--- config.mk ---
export PLATFORM = sky130hd
export DESIGN_NAME = fcs_top
export DESIGN_NICKNAME = d
export VERILOG_FILES = /design/src/fcs_pkg.sv /design/src/fcs_bus_cycle.sv /design/src/fcs_top.sv
export SDC_FILE = /design/constraint.sdc
export NUM_CORES = 1
export LEC_CHECK = 0
export BUFFER_PORTS_ARGS = -buffer_cell sky130_fd_sc_hd__buf_2
export CAP_MARGIN = 20
export CORE_ASPECT_RATIO = 2
export CORE_MARGIN = 5
export CORE_UTILIZATION = 60
export DETAILED_ROUTE_END_ITERATION = 16
export PLACE_DENSITY_LB_ADDON = 0.12
export SLEW_MARGIN = 20
export SYNTH_ARGS = -nofsm -noshare
export SYNTH_HDL_FRONTEND = slang
export SYNTH_HIERARCHICAL = 1
export SYNTH_SLANG_ARGS = --single-unit
--- constraint.sdc ---
create_clock -name i_sys_clk -period 7 [get_ports i_sys_clk]
set_input_delay 0.7 -clock i_sys_clk [delete_from_list [all_inputs] [get_ports i_sys_clk]]
set_output_delay 0.7 -clock i_sys_clk [all_outputs]
set_load 0.05 [all_outputs]
--- src/fcs_pkg.sv ---
// shared constants, types and pin carrier for the flash command sequencer
package fcs_pkg;

	// clock and pin timing
	localparam int CLK_PERIOD_NS = 40;
	localparam int T_WE_PULSE_NS = 80;
	localparam int T_READ_ACC_NS = 120;
	localparam int T_RST_LOW_NS = 500;
	localparam int SYNC_STAGES = 2;
	localparam logic [7:0] WE_CYC =
		8'((T_WE_PULSE_NS + CLK_PERIOD_NS - 1) / CLK_PERIOD_NS);
	localparam logic [7:0] RD_CYC =
		8'((T_READ_ACC_NS + CLK_PERIOD_NS - 1) / CLK_PERIOD_NS + SYNC_STAGES);
	localparam logic [7:0] RST_CYC =
		8'((T_RST_LOW_NS + CLK_PERIOD_NS - 1) / CLK_PERIOD_NS);

	// flash bus geometry
	localparam int ADDR_W = 18;
	localparam int DATA_W = 8;
	localparam int SECT_LSB = 13;
	localparam logic [ADDR_W-1:0] UNLOCK_A = 18'h00555;
	localparam logic [ADDR_W-1:0] UNLOCK_B = 18'h00aaa;
	localparam logic [SECT_LSB-1:0] PROT_OFS = 13'h0002;

	// command bytes
	localparam logic [7:0] CMD_UNLOCK1 = 8'haa;
	localparam logic [7:0] CMD_UNLOCK2 = 8'h55;
	localparam logic [7:0] CMD_RESET = 8'hf0;
	localparam logic [7:0] CMD_IDENT = 8'h90;
	localparam logic [7:0] CMD_PROGRAM = 8'ha0;
	localparam logic [7:0] CMD_ERASE_SETUP = 8'h80;
	localparam logic [7:0] CMD_CHIP_ERASE = 8'h10;
	localparam logic [7:0] CMD_SECT_ERASE = 8'h30;
	localparam logic [7:0] CMD_SUSPEND = 8'hb0;
	localparam logic [7:0] CMD_RESUME = 8'h30;

	// status bits on the flash data lines
	localparam int POLL_STATUS_BIT = 7;
	localparam int TOGGLE_STATUS_BIT = 6;
	localparam int TIMEOUT_STATUS_BIT = 5;

	// own register map (byte addresses) and fields
	localparam logic [7:0] REG_CTRL = 8'h00;
	localparam logic [7:0] REG_ADDR = 8'h04;
	localparam logic [7:0] REG_WDATA = 8'h08;
	localparam logic [7:0] REG_STATUS = 8'h0c;
	localparam logic [7:0] REG_RDATA = 8'h10;
	localparam logic [7:0] REG_PINS = 8'h14;
	localparam int OP_W = 4;
	localparam int ST_BUSY = 0;
	localparam int ST_DONE = 1;
	localparam int ST_TMO = 2;
	localparam int ST_PAR = 3;
	localparam int ST_REF = 4;
	localparam int PIN_ID_HV = 0;
	localparam int PIN_UNPROT_HV = 1;

	// operations software can order
	typedef enum logic [OP_W-1:0] {
		OP_READ,
		OP_WRITE_RAW,
		OP_RESET1,
		OP_RESET4,
		OP_IDENT,
		OP_PROT_VERIFY,
		OP_PROGRAM,
		OP_CHIP_ERASE,
		OP_SECT_ERASE,
		OP_SUSPEND,
		OP_RESUME,
		OP_HW_RESET
	} fcs_op_e;

	// strobes, address and data lines toward the flash
	typedef struct packed {
		logic ce_n;
		logic we_n;
		logic oe_n;
		logic [ADDR_W-1:0] addr;
		logic [DATA_W-1:0] dq_out;
		logic dq_oe;
	} fcs_pins_s;

	// one bus write of a command sequence
	typedef struct packed {
		logic [ADDR_W-1:0] addr;
		logic [DATA_W-1:0] data;
	} fcs_cyc_s;

endpackage

--- src/fcs_bus_cycle.sv ---
// one read or write strobe cycle on the parallel flash pins
`timescale 1ns/10ps
`default_nettype none
module fcs_bus_cycle
	import fcs_pkg::*;
(
	// clock and reset
	input wire logic i_sys_clk,
	input wire logic i_rst,
	// request from the sequencer
	input wire logic i_go,
	input wire logic i_write,
	input wire logic [ADDR_W-1:0] i_addr,
	input wire logic [DATA_W-1:0] i_data,
	// flash data lines in
	input wire logic [DATA_W-1:0] i_dq,
	// answer and pins
	output logic o_done,
	output logic [DATA_W-1:0] o_rdata,
	output fcs_pins_s o_pins
);

	typedef enum logic [2:0] {
		E_IDLE,
		E_SETUP,
		E_STROBE,
		E_HOLD,
		E_END,
		E_READ
	} fcs_eng_e;

	typedef struct packed {
		fcs_eng_e st;
		logic write;
		logic [7:0] cnt;
		logic [DATA_W-1:0] sync1;
		logic [DATA_W-1:0] sync2;
		logic [DATA_W-1:0] rdata;
		logic done;
		fcs_pins_s pins;
	} fcs_eng_s;

	fcs_eng_s r_ff;
	fcs_eng_s nxt_r;

	// strobe sequencer; the first sync stage feeds only the second
	always_comb
	begin
		nxt_r = r_ff;
		nxt_r.done = 1'b0;
		nxt_r.sync1 = i_dq;
		nxt_r.sync2 = r_ff.sync1;
		case (r_ff.st)
			E_IDLE:
			begin
				if (i_go)
				begin
					nxt_r.write = i_write;
					nxt_r.pins.addr = i_addr;
					nxt_r.pins.dq_out = i_data;
					nxt_r.pins.ce_n = 1'b0;
					nxt_r.pins.dq_oe = i_write;
					nxt_r.st = E_SETUP;
				end
			end
			E_SETUP:
			begin
				// address settles before the later falling strobe
				if (r_ff.write)
				begin
					nxt_r.pins.we_n = 1'b0;
					nxt_r.cnt = WE_CYC;
					nxt_r.st = E_STROBE;
				end
				else
				begin
					nxt_r.pins.oe_n = 1'b0;
					nxt_r.cnt = RD_CYC;
					nxt_r.st = E_READ;
				end
			end
			E_STROBE:
			begin
				if (r_ff.cnt == 8'h01)
				begin
					nxt_r.pins.we_n = 1'b1;
					nxt_r.st = E_HOLD;
				end
				else
				begin
					nxt_r.cnt = r_ff.cnt - 8'h01;
				end
			end
			E_HOLD:
			begin
				// data stays on past the first rising strobe
				nxt_r.pins.ce_n = 1'b1;
				nxt_r.st = E_END;
			end
			E_END:
			begin
				nxt_r.pins.dq_oe = 1'b0;
				nxt_r.done = 1'b1;
				nxt_r.st = E_IDLE;
			end
			E_READ:
			begin
				if (r_ff.cnt == 8'h01)
				begin
					nxt_r.rdata = r_ff.sync2;
					nxt_r.pins.oe_n = 1'b1;
					nxt_r.pins.ce_n = 1'b1;
					nxt_r.done = 1'b1;
					nxt_r.st = E_IDLE;
				end
				else
				begin
					nxt_r.cnt = r_ff.cnt - 8'h01;
				end
			end
			default:
			begin
				nxt_r.st = E_IDLE;
			end
		endcase
	end

	// state register; strobes idle high
	always_ff @(posedge i_sys_clk)
	begin
		if (i_rst)
		begin
			r_ff <= '0;
			r_ff.pins.ce_n <= 1'b1;
			r_ff.pins.we_n <= 1'b1;
			r_ff.pins.oe_n <= 1'b1;
		end
		else
		begin
			r_ff <= nxt_r;
		end
	end

	assign o_done = r_ff.done;
	assign o_rdata = r_ff.rdata;
	assign o_pins = r_ff.pins;

endmodule
`default_nettype wire

--- src/fcs_top.sv ---
// AHB-Lite controlled command sequencer for a byte-wide parallel flash
//
// Functional notes
// - raise address nine to identification voltage
// - write only with select, strobe low
// - hold reset pin low 500 ns minimum
// - read/reset by single or unlocked write
// - identification: unlock pair then 90h
// - program: unlock, A0h, then data byte
// - chip erase: six writes, then poll
// - sector erase ends 30h in sector
// - suspend B0h, resume 30h, any address
//
// The AHB-Lite slave port and the register addresses were decided locally.
`timescale 1ns/10ps
`default_nettype none
module fcs_top
	import fcs_pkg::*;
(
	// clock and reset
	input wire logic i_sys_clk,
	input wire logic i_rst,
	// AHB-Lite slave
	input wire logic i_hsel,
	input wire logic [31:0] i_haddr,
	input wire logic [1:0] i_htrans,
	input wire logic i_hwrite,
	input wire logic [2:0] i_hsize,
	input wire logic [31:0] i_hwdata,
	input wire logic i_hready,
	output logic o_hreadyout,
	output logic o_hresp,
	output logic [31:0] o_hrdata,
	// flash pins
	input wire logic [DATA_W-1:0] i_dq,
	output fcs_pins_s o_pins,
	output logic o_flash_rst_n,
	output logic o_id_hv_en,
	output logic o_unprot_hv_en
);

	typedef enum logic [2:0] {
		M_IDLE,
		M_WRITE,
		M_READ,
		M_POLL,
		M_RST
	} fcs_main_e;

	typedef struct packed {
		fcs_main_e st;
		fcs_op_e op;
		logic [2:0] step;
		logic wait_c;
		logic [1:0] poll_n;
		logic [ADDR_W-1:0] addr;
		logic [DATA_W-1:0] wdata;
		logic [DATA_W-1:0] rdata;
		logic [DATA_W-1:0] prev;
		logic [7:0] cnt;
		logic rst_n;
		logic id_hv;
		logic unprot_hv;
		logic f_done;
		logic f_tmo;
		logic f_par;
		logic f_ref;
		logic cyc_go;
		logic cyc_wr;
		logic [ADDR_W-1:0] cyc_addr;
		logic [DATA_W-1:0] cyc_data;
		logic wr_pend;
		logic [7:0] reg_a;
		logic [31:0] hrdata;
	} fcs_top_s;

	fcs_top_s r_ff;
	fcs_top_s nxt_r;
	logic cyc_done;
	logic [DATA_W-1:0] cyc_rdata;

	// number of bus writes in each ordered sequence
	function automatic logic [2:0] seq_len(input fcs_op_e op);
		case (op)
			OP_RESET4, OP_IDENT, OP_PROT_VERIFY: seq_len = 3'd3;
			OP_PROGRAM: seq_len = 3'd4;
			OP_CHIP_ERASE, OP_SECT_ERASE: seq_len = 3'd6;
			default: seq_len = 3'd1;
		endcase
	endfunction

	// address and data of write number idx of a sequence
	function automatic fcs_cyc_s seq_cycle(input fcs_op_e op,
		input logic [2:0] idx, input logic [ADDR_W-1:0] a,
		input logic [DATA_W-1:0] d);
		fcs_cyc_s c;
		c.addr = UNLOCK_A;
		c.data = CMD_UNLOCK1;
		case (idx)
			3'd1, 3'd4:
			begin
				c.addr = UNLOCK_B;
				c.data = CMD_UNLOCK2;
			end
			3'd2:
			begin
				case (op)
					OP_RESET4: c.data = CMD_RESET;
					OP_IDENT, OP_PROT_VERIFY: c.data = CMD_IDENT;
					OP_PROGRAM: c.data = CMD_PROGRAM;
					default: c.data = CMD_ERASE_SETUP;
				endcase
			end
			3'd3:
			begin
				if (op == OP_PROGRAM)
				begin
					c.addr = a;
					c.data = d;
				end
			end
			3'd5:
			begin
				if (op == OP_SECT_ERASE)
				begin
					c.addr = a;
					c.data = CMD_SECT_ERASE;
				end
				else
				begin
					c.data = CMD_CHIP_ERASE;
				end
			end
			default:
			begin
				// single-write orders, all others open with unlock
				case (op)
					OP_WRITE_RAW:
					begin
						c.addr = a;
						c.data = d;
					end
					OP_RESET1:
					begin
						c.addr = a;
						c.data = CMD_RESET;
					end
					OP_SUSPEND:
					begin
						c.addr = a;
						c.data = CMD_SUSPEND;
					end
					OP_RESUME:
					begin
						c.addr = a;
						c.data = CMD_RESUME;
					end
					default: c.data = CMD_UNLOCK1;
				endcase
			end
		endcase
		seq_cycle = c;
	endfunction

	// register bus, sequencer and sticky flags in one pass
	always_comb
	begin
		logic busy;
		logic go;
		fcs_op_e go_op;
		logic [ST_REF:ST_DONE] clr;
		logic set_done;
		logic set_tmo;
		logic set_par;
		logic set_ref;
		fcs_cyc_s c;
		busy = (r_ff.st != M_IDLE);
		go = 1'b0;
		go_op = OP_READ;
		clr = '0;
		set_done = 1'b0;
		set_tmo = 1'b0;
		set_par = 1'b0;
		set_ref = 1'b0;
		c = '0;
		nxt_r = r_ff;
		nxt_r.cyc_go = 1'b0;

		// data phase of a write; orders refused while busy
		if (r_ff.wr_pend)
		begin
			case (r_ff.reg_a)
				REG_CTRL, REG_ADDR, REG_WDATA:
				begin
					if (busy)
					begin
						set_ref = 1'b1;
					end
					else if (r_ff.reg_a == REG_CTRL)
					begin
						go = 1'b1;
						go_op = fcs_op_e'(i_hwdata[OP_W-1:0]);
					end
					else if (r_ff.reg_a == REG_ADDR)
					begin
						nxt_r.addr = i_hwdata[ADDR_W-1:0];
					end
					else
					begin
						nxt_r.wdata = i_hwdata[DATA_W-1:0];
					end
				end
				REG_STATUS: clr = i_hwdata[ST_REF:ST_DONE];
				REG_PINS:
				begin
					nxt_r.id_hv = i_hwdata[PIN_ID_HV];
					nxt_r.unprot_hv = i_hwdata[PIN_UNPROT_HV];
				end
				default: nxt_r.id_hv = r_ff.id_hv;
			endcase
		end

		// address phase; read data registered for the data phase
		nxt_r.wr_pend = 1'b0;
		if (i_hsel && i_htrans[1] && i_hready)
		begin
			nxt_r.wr_pend = i_hwrite;
			nxt_r.reg_a = i_haddr[7:0];
			if (!i_hwrite)
			begin
				nxt_r.hrdata = '0;
				case (i_haddr[7:0])
					REG_CTRL: nxt_r.hrdata[OP_W-1:0] = r_ff.op;
					REG_ADDR: nxt_r.hrdata[ADDR_W-1:0] = r_ff.addr;
					REG_WDATA: nxt_r.hrdata[DATA_W-1:0] = r_ff.wdata;
					REG_STATUS:
					begin
						nxt_r.hrdata[ST_BUSY] = busy;
						nxt_r.hrdata[ST_DONE] = r_ff.f_done;
						nxt_r.hrdata[ST_TMO] = r_ff.f_tmo;
						nxt_r.hrdata[ST_PAR] = r_ff.f_par;
						nxt_r.hrdata[ST_REF] = r_ff.f_ref;
					end
					REG_RDATA: nxt_r.hrdata[DATA_W-1:0] = r_ff.rdata;
					REG_PINS:
					begin
						nxt_r.hrdata[PIN_ID_HV] = r_ff.id_hv;
						nxt_r.hrdata[PIN_UNPROT_HV] = r_ff.unprot_hv;
					end
					default: nxt_r.hrdata = '0;
				endcase
			end
		end

		// sequencer
		case (r_ff.st)
			M_IDLE:
			begin
				if (go)
				begin
					nxt_r.op = go_op;
					nxt_r.step = '0;
					nxt_r.wait_c = 1'b0;
					nxt_r.poll_n = '0;
					case (go_op)
						OP_READ: nxt_r.st = M_READ;
						OP_HW_RESET:
						begin
							nxt_r.rst_n = 1'b0;
							nxt_r.cnt = RST_CYC;
							nxt_r.st = M_RST;
						end
						OP_WRITE_RAW, OP_RESET1, OP_RESET4, OP_IDENT,
						OP_PROT_VERIFY, OP_PROGRAM, OP_CHIP_ERASE,
						OP_SECT_ERASE, OP_SUSPEND, OP_RESUME:
							nxt_r.st = M_WRITE;
						default: set_done = 1'b1;
					endcase
				end
			end
			M_WRITE:
			begin
				if (!r_ff.wait_c)
				begin
					c = seq_cycle(r_ff.op, r_ff.step, r_ff.addr,
						r_ff.wdata);
					nxt_r.cyc_go = 1'b1;
					nxt_r.cyc_wr = 1'b1;
					nxt_r.cyc_addr = c.addr;
					nxt_r.cyc_data = c.data;
					nxt_r.wait_c = 1'b1;
				end
				else if (cyc_done)
				begin
					nxt_r.wait_c = 1'b0;
					if (r_ff.step == seq_len(r_ff.op) - 3'd1)
					begin
						case (r_ff.op)
							OP_PROGRAM, OP_CHIP_ERASE, OP_SECT_ERASE,
							OP_SUSPEND, OP_RESUME:
								nxt_r.st = M_POLL;
							OP_IDENT, OP_PROT_VERIFY:
								nxt_r.st = M_READ;
							default:
							begin
								set_done = 1'b1;
								nxt_r.st = M_IDLE;
							end
						endcase
					end
					else
					begin
						nxt_r.step = r_ff.step + 3'd1;
					end
				end
			end
			M_READ:
			begin
				if (!r_ff.wait_c)
				begin
					nxt_r.cyc_go = 1'b1;
					nxt_r.cyc_wr = 1'b0;
					nxt_r.cyc_addr = r_ff.addr;
					if (r_ff.op == OP_PROT_VERIFY)
					begin
						nxt_r.cyc_addr = {r_ff.addr[ADDR_W-1:SECT_LSB],
							PROT_OFS};
					end
					nxt_r.wait_c = 1'b1;
				end
				else if (cyc_done)
				begin
					nxt_r.wait_c = 1'b0;
					nxt_r.rdata = cyc_rdata;
					if (r_ff.op == OP_IDENT && !(^cyc_rdata))
					begin
						set_par = 1'b1;
					end
					set_done = 1'b1;
					nxt_r.st = M_IDLE;
				end
			end
			M_POLL:
			begin
				// toggle compare between successive reads
				if (!r_ff.wait_c)
				begin
					nxt_r.cyc_go = 1'b1;
					nxt_r.cyc_wr = 1'b0;
					nxt_r.cyc_addr = r_ff.addr;
					nxt_r.wait_c = 1'b1;
				end
				else if (cyc_done)
				begin
					nxt_r.wait_c = 1'b0;
					nxt_r.prev = cyc_rdata;
					if (r_ff.poll_n == 2'd0)
					begin
						nxt_r.poll_n = 2'd1;
					end
					else if (cyc_rdata[TOGGLE_STATUS_BIT] ==
						r_ff.prev[TOGGLE_STATUS_BIT])
					begin
						nxt_r.rdata = cyc_rdata;
						set_done = 1'b1;
						nxt_r.st = M_IDLE;
					end
					else if (r_ff.poll_n == 2'd2)
					begin
						// still toggling after the limit bit: recover
						set_tmo = 1'b1;
						nxt_r.rdata = cyc_rdata;
						nxt_r.op = OP_RESET1;
						nxt_r.step = '0;
						nxt_r.st = M_WRITE;
					end
					else if (cyc_rdata[TIMEOUT_STATUS_BIT])
					begin
						nxt_r.poll_n = 2'd2;
					end
				end
			end
			M_RST:
			begin
				nxt_r.cnt = r_ff.cnt - 8'h01;
				if (r_ff.cnt == 8'h01)
				begin
					nxt_r.rst_n = 1'b1;
					set_done = 1'b1;
					nxt_r.st = M_IDLE;
				end
			end
			default: nxt_r.st = M_IDLE;
		endcase

		// sticky flags: a set in the clearing cycle wins
		nxt_r.f_done = (r_ff.f_done & ~clr[ST_DONE]) | set_done;
		nxt_r.f_tmo = (r_ff.f_tmo & ~clr[ST_TMO]) | set_tmo;
		nxt_r.f_par = (r_ff.f_par & ~clr[ST_PAR]) | set_par;
		nxt_r.f_ref = (r_ff.f_ref & ~clr[ST_REF]) | set_ref;
	end

	// state register
	always_ff @(posedge i_sys_clk)
	begin
		if (i_rst)
		begin
			r_ff <= '0;
			r_ff.rst_n <= 1'b1;
		end
		else
		begin
			r_ff <= nxt_r;
		end
	end

	// pin-level strobe engine
	fcs_bus_cycle u_cycle (
		.i_sys_clk(i_sys_clk),
		.i_rst(i_rst),
		.i_go(r_ff.cyc_go),
		.i_write(r_ff.cyc_wr),
		.i_addr(r_ff.cyc_addr),
		.i_data(r_ff.cyc_data),
		.i_dq(i_dq),
		.o_done(cyc_done),
		.o_rdata(cyc_rdata),
		.o_pins(o_pins)
	);

	// zero-wait slave, always OKAY
	assign o_hreadyout = 1'b1;
	assign o_hresp = 1'b0;
	assign o_hrdata = r_ff.hrdata;
	assign o_flash_rst_n = r_ff.rst_n;
	assign o_id_hv_en = r_ff.id_hv;
	assign o_unprot_hv_en = r_ff.unprot_hv;

endmodule
`default_nettype wire

# ---- Word level (Yosys, flattened, before mapping)
# Index checks and enable logic that the tools add are counted.
dict set report word_totals {
  ff_bits 192
  inputBits 82
  elab_cells 316
  out_inout_bits 67
}
dict set report op_classes {
  addsub 4
  eq_ne 77
  n_reduce_logical 58
  muxes 122
  bitwise 18
}
# cell n
set ops {}
lappend ops {{18-bit one-hot mux with 4 select lines} 1}
lappend ops {{8-bit one-hot mux with 4 select lines} 2}
lappend ops {{20-bit one-hot mux with 3 select lines} 1}
lappend ops {{3-bit 2-to-1 mux} 16}
lappend ops {{8-bit 2-to-1 mux} 6}
lappend ops {{1-bit 2-to-1 mux} 40}
lappend ops {{10-bit 2-to-1 mux} 4}
lappend ops {{20-bit 2-to-1 mux} 2}
lappend ops {{13-bit 2-to-1 mux} 3}
lappend ops {{18-bit 2-to-1 mux} 2}
lappend ops {{3-bit one-hot mux with 3 select lines} 4}
lappend ops {{4-bit by 3-bit equality test with 1-bit output, second input constant} 8}
lappend ops {{8-bit by 4-bit equality test with 1-bit output, second input constant} 4}
lappend ops {{16-bit 2-to-1 mux} 2}
lappend ops {{4-bit 2-to-1 mux} 8}
lappend ops {{2-bit inequality test, second input constant} 16}
lappend ops {{8-bit one-hot mux with 2 select lines} 2}
lappend ops {{3-bit one-hot mux with 5 select lines} 2}
lappend ops {{4-bit equality test, second input constant} 7}
lappend ops {{28-bit 2-to-1 mux} 1}
lappend ops {{26-bit 2-to-1 mux} 1}
lappend ops {{8-bit by 5-bit equality test with 1-bit output, second input constant} 3}
lappend ops {{7-bit one-hot mux with 3 select lines} 1}
lappend ops {{7-bit AND reduction} 3}
lappend ops {{56 further kinds} 140}

# ---- Longest topological paths before layout
dict set report logic_depth {
  ltp_word 13
  depth_mapped 10
  mapped_depth_nobuf 9
}

# ---- Hierarchy
# The synthesis kept the hierarchy.
# mod seq_area_each_um2 cells_per_inst area_per_inst_um2 n_inst
set modules_own_cells {}
lappend modules_own_cells {fcs_top 2362.3 742 6034.5 1}
lappend modules_own_cells {fcs_bus_cycle 1341.3 337 2819.0 1}

# ---- Worst setup path after synthesis
# No wires, ideal clock.
dict set report synth_timing {
  kind {reg-to-reg}
  from {register r_ff[135] (netlist bit)}
  to {register r_ff[72] (netlist bit)}
  synth_period_minus_slack_ns 2.475
  setup_ns 0.081
  arrival_ns 2.395
  setup_slack_ns 4.525
  required_time_ns 6.919
  stages_incl_launch_ff 11
  path_buffers 1
  cell_sequence {dfxtp_1 > buf_4 > or3b_2 > a21oi_1 > a21oi_1 > ha_1 > xor2_1 > nor4_1 > o21ai_1 > or4_1 > a41oi_1}
}
dict set report synth_between {
  elab_chain_cells 13
  word_cells_on_any_way 23
  cone_classes {1 x add/sub; 9 x eq/ne; 9 x mux; 1 x bitwise; 3 x reduce/logical}
}
# element line_no
set synth_lines {}
lappend synth_lines {{from (decl)} fcs_top.sv:77} ;# fcs_top_s r_ff;
lappend synth_lines {{from (signal assigned)} fcs_top.sv:413} ;# r_ff <= nxt_r;
lappend synth_lines {{4-bit by 3-bit equality test with 1-bit output (tied with other cells)} {fcs_top.sv:84, fcs_top.sv:298}}
lappend synth_lines {{3-bit OR reduction or 2-bit OR reduction (tied branches)} fcs_top.sv:84} ;# case (op)
lappend synth_lines {{3-bit one-hot mux with 3 select lines} fcs_top.sv:84}
lappend synth_lines {{3-bit 2-to-1 mux} fcs_top.sv:293} ;# else if (cyc_done)
lappend synth_lines {{3-bit 2-to-1 mux} fcs_top.sv:283} ;# if (!r_ff.wait_c)
lappend synth_lines {{3-bit 2-to-1 mux} fcs_top.sv:256} ;# case (r_ff.st)
lappend synth_lines {{3-bit by 1-bit subtractor with 3-bit output} fcs_top.sv:296} ;# if (r_ff.step == seq_len(r_ff.op) - 3'd1)
lappend synth_lines {{3-bit equality test} fcs_top.sv:296}
lappend synth_lines {{1-bit 2-to-1 mux *} fcs_top.sv:296}
lappend synth_lines {{1-bit 2-to-1 mux *} fcs_top.sv:293}
lappend synth_lines {{1-bit 2-to-1 mux *} fcs_top.sv:283}
lappend synth_lines {{1-bit one-hot mux with 5 select lines *} fcs_top.sv:256}
lappend synth_lines {{1-bit bitwise OR *} fcs_top.sv:397} ;# nxt_r.f_done = (r_ff.f_done & ~clr[ST_DONE]) | set_done;
# Mark *: on every way between the ends. The rest lies on a longest branch, timed or not. The select of a mux whose other input is x is not followed.
# A chain may end at the register's enable or synchronous reset.

# ---- Worst setup path in the final report
# Ends and elaborated chain as after synthesis.

==> reports/metrics.cfg <==
[outcome]
status=finished, final reports clean

[cts]
cts_buffers=17
clockBufferDepth=2
cts-root-buf=clkbuf_16
hold_buffers=0
cts_tree=done
clock_latency_ps=430
htree_levels=4
clk_transition_reported_paths_ps=80
postCtsResizedCells=0
postCtsSetupRepairBufs=0
cts_sinks=185

[synthesis]
yosysMostFrequentCell=dfxtp_1
synth_commonest_cells=dfxtp_1 (185), nand2_1 (173), a21oi_1 (137)
synth.cell_area_mm2=0.00885
postSynthCellCount=1079
synth-main-ff-cell=dfxtp_1
synth-seq-cells=185
ys_types=74
yosysWarningCount=6
synth_largest_area_cell=dfxtp_1
synth_top_cell_area_share_pct=41.8
yosys-top-cells-area=dfxtp_1 (42%), a21oi_1 (7.7%), nand2_1 (7.3%)
yosysSeqAreaShare_pct=41.8
async_flop_share_pct=0
synth_edf_count=0
syn_avg_cell_area_um2=8.21

[finish]
diodes=0
num-fill-cells=1334
fin_cells=1276
layout.nets=1163
drive_gt1_share_pct=14.9
fin_util_pct=65.3
final_area_mm2=0.00942
syn_to_final_growth_pct=6.44

[floorplanning]
fp.dieW_um=95.9
die_area_mm2=0.0174
rows=62
initial_core_util_pct=61.4
num_io_pins=149
die_h_um=182
core_mm2=0.0144

[worst_setup_path]
cp.required_ps=7350
crit_slowest_cell=dfxtp_1
end_kind=flip-flop
arrival_ps=3360
crit_top_cell=a21oi_1
critPathTopFamily=simple AND/OR/NAND/NOR gates
worst_setup_path_start_kind=flip-flop
path_cells=or3b_2, a21oi_1, a21oi_1, ha_1, xor2_1, nor4_1, o21ai_1, or4_1, a41oi_1
cp_max_fo=20
critPathKind=reg2reg
critPathBufInv=0
critical_path.max_stage_delay_ps=750

[global_route]
grt_max_degree=57
antenna_found_initial=0
grt_pass1_wl_um=36200
grt_pass1_vias=7251
overflow=0
grt_use_total_pct=26.6

[placement]
placedCellCount=1244
place_area_mm2=0.00882
dp_hpwl_um=16200
port_buffers=90
gp_congestion=0.909
place_ws_ps=4070

[power_and_ir_drop]
p_sw_share_pct=34.1
power-per-cell-area_mw_per_mm2=298
switching_power_mw=0.957
seqPwrFrac_pct=44.1
clkPwrFrac_pct=35.0
combPwrFrac_pct=20.9
power.leakage_nw=3.64
peakVddDrop_v=0.000249
intPower_mw=1.85
finalPower_mw=2.81

[timing]
hold_viol=0
worst_slack_ps=3990
finClkSkew_ps=9.39
worst_slew_pin_slew_ps=1090
finalMaxSlewViolations=0
setup-violations-final=0
setup_tns_ps=0
fin_hold_ws_ps=435
fmax_ghz=0.332
relSlewSlack_pct=26.8
post-route-period-util_pct=43.0
period_needed_ps=3010
rsz0062_at_grt=false

[flow_run]
max_cap_viol_count=0

[routing]
wl_um=22400
wl_met3_um=829
firstDrtPassIters=5
wire_per_inst_um=17.6
viasPerCell=5.86
via_count=7479
ant_nets=0
drt_iter0_drc=502
route.detailed.drc=0
route.met2.wl_um=12200
top_layer=met4
m1WireLength_um=8290

[worst_hold_path]
hold_path_class=reg2reg

[layout make-up]
class | instances | area [µm²] | share of cell area, %
multi-input combinational | 755 | 4320 | 45.9
sequential | 185 | 3700 | 39.3
clock buffer | 17 | 425 | 4.51
clock inverter | 15 | 179 | 1.90
inverter | 17 | 63.8 | 0.677
timing repair buffer | 95 | 490 | 5.20
tap | 192 | 240 | 2.55
[registers in the layout, summed over array words and instances (netlist names)]
name and count:
r_ff 97, u_cycle/r_ff 20, u_cycle/o_done 1, u_cycle/o_rdata 8, o_id_hv_en 1, o_flash_rst_n 1
u_cycle/o_pins 30, u_cycle/nxt_r 8, o_unprot_hv_en 1, o_hrdata 18
[placed cells by master (no fill, tap or decap), types with 4 or more instances in the layout]
cell and n:
or3_1 8, nor3_1 20, a22oi_1 10, nand2b_1 11, o211ai_1 9, a211oi_1 9
mux2i_1 21, and3_1 6, ha_1 10, o311a_1 4, xnor2_1 13, or4_1 4
nand4b_1 5, a221oi_1 4, nor2_1 58, mux2_2 4, xor2_1 5, nor2_2 4
clkbuf_16 17, a31oi_1 9, inv_1 17, o21ai_0 61, nor2b_1 29, conb_1 16
nor3b_1 8, nand2_1 173, inv_8 6, nor4_1 7, nand3_1 30, nand3b_1 6
o31ai_1 6, or2_2 5, buf_2 89, a21oi_1 137, and2_1 6, buf_4 6
dfxtp_1 185
[power by group through the flow]
| stage | clock network (mW) | registers (mW) | logic (mW) |
|---|---|---|---|
| 2_1_floorplan | 0 | 1.21 | 0.500 |
| 3_3_place_gp | 0 | 1.26 | 0.573 |
| 3_5_place_dp | 0 | 1.26 | 0.581 |
| 4_1_cts | 0.995 | 1.23 | 0.586 |
| 5_1_grt | 1.04 | 1.25 | 0.652 |
| 6_report | 0.984 | 1.24 | 0.587 |
[tightest hold or removal path: stages (launching register included)]
cell and delay [ps]:
dfxtp_1 300, nand2_1 40, a21oi_1 50
[metal layers]
metal	GRT usage [%]	up-vias
li1	-	3652
met5	0	-
met1	28.0	3557
met3	3.52	62
met4	14.5	0
met2	49.0	208
[kinds of logic after synthesis]
kind of cell / count (synthesis) / synth area share, %
simple gates: 406 / 23.3
compound gates: 279 / 18.5
flops: 185 / 41.8
buf+inv: 153 / 9.95
mux: 26 / 3.14
xor+xnor: 18 / 1.78
fa+ha+maj: 10 / 1.41
other cells: 2 / 0.0848
[final timing paths]
kind                                  startpoint                  to  slack [ps]  cells past startpoint
worst max-delay path                   r_ff[135]            r_ff[72]        3990                      9
worst min-delay path            u_cycle/r_ff[46]  u_cycle/o_rdata[7]         440                      2
worst max register to register         r_ff[135]            r_ff[72]        3990                      9
worst min register to register  u_cycle/r_ff[46]  u_cycle/o_rdata[7]         440                      2
(Power assumes the default switching activity.)
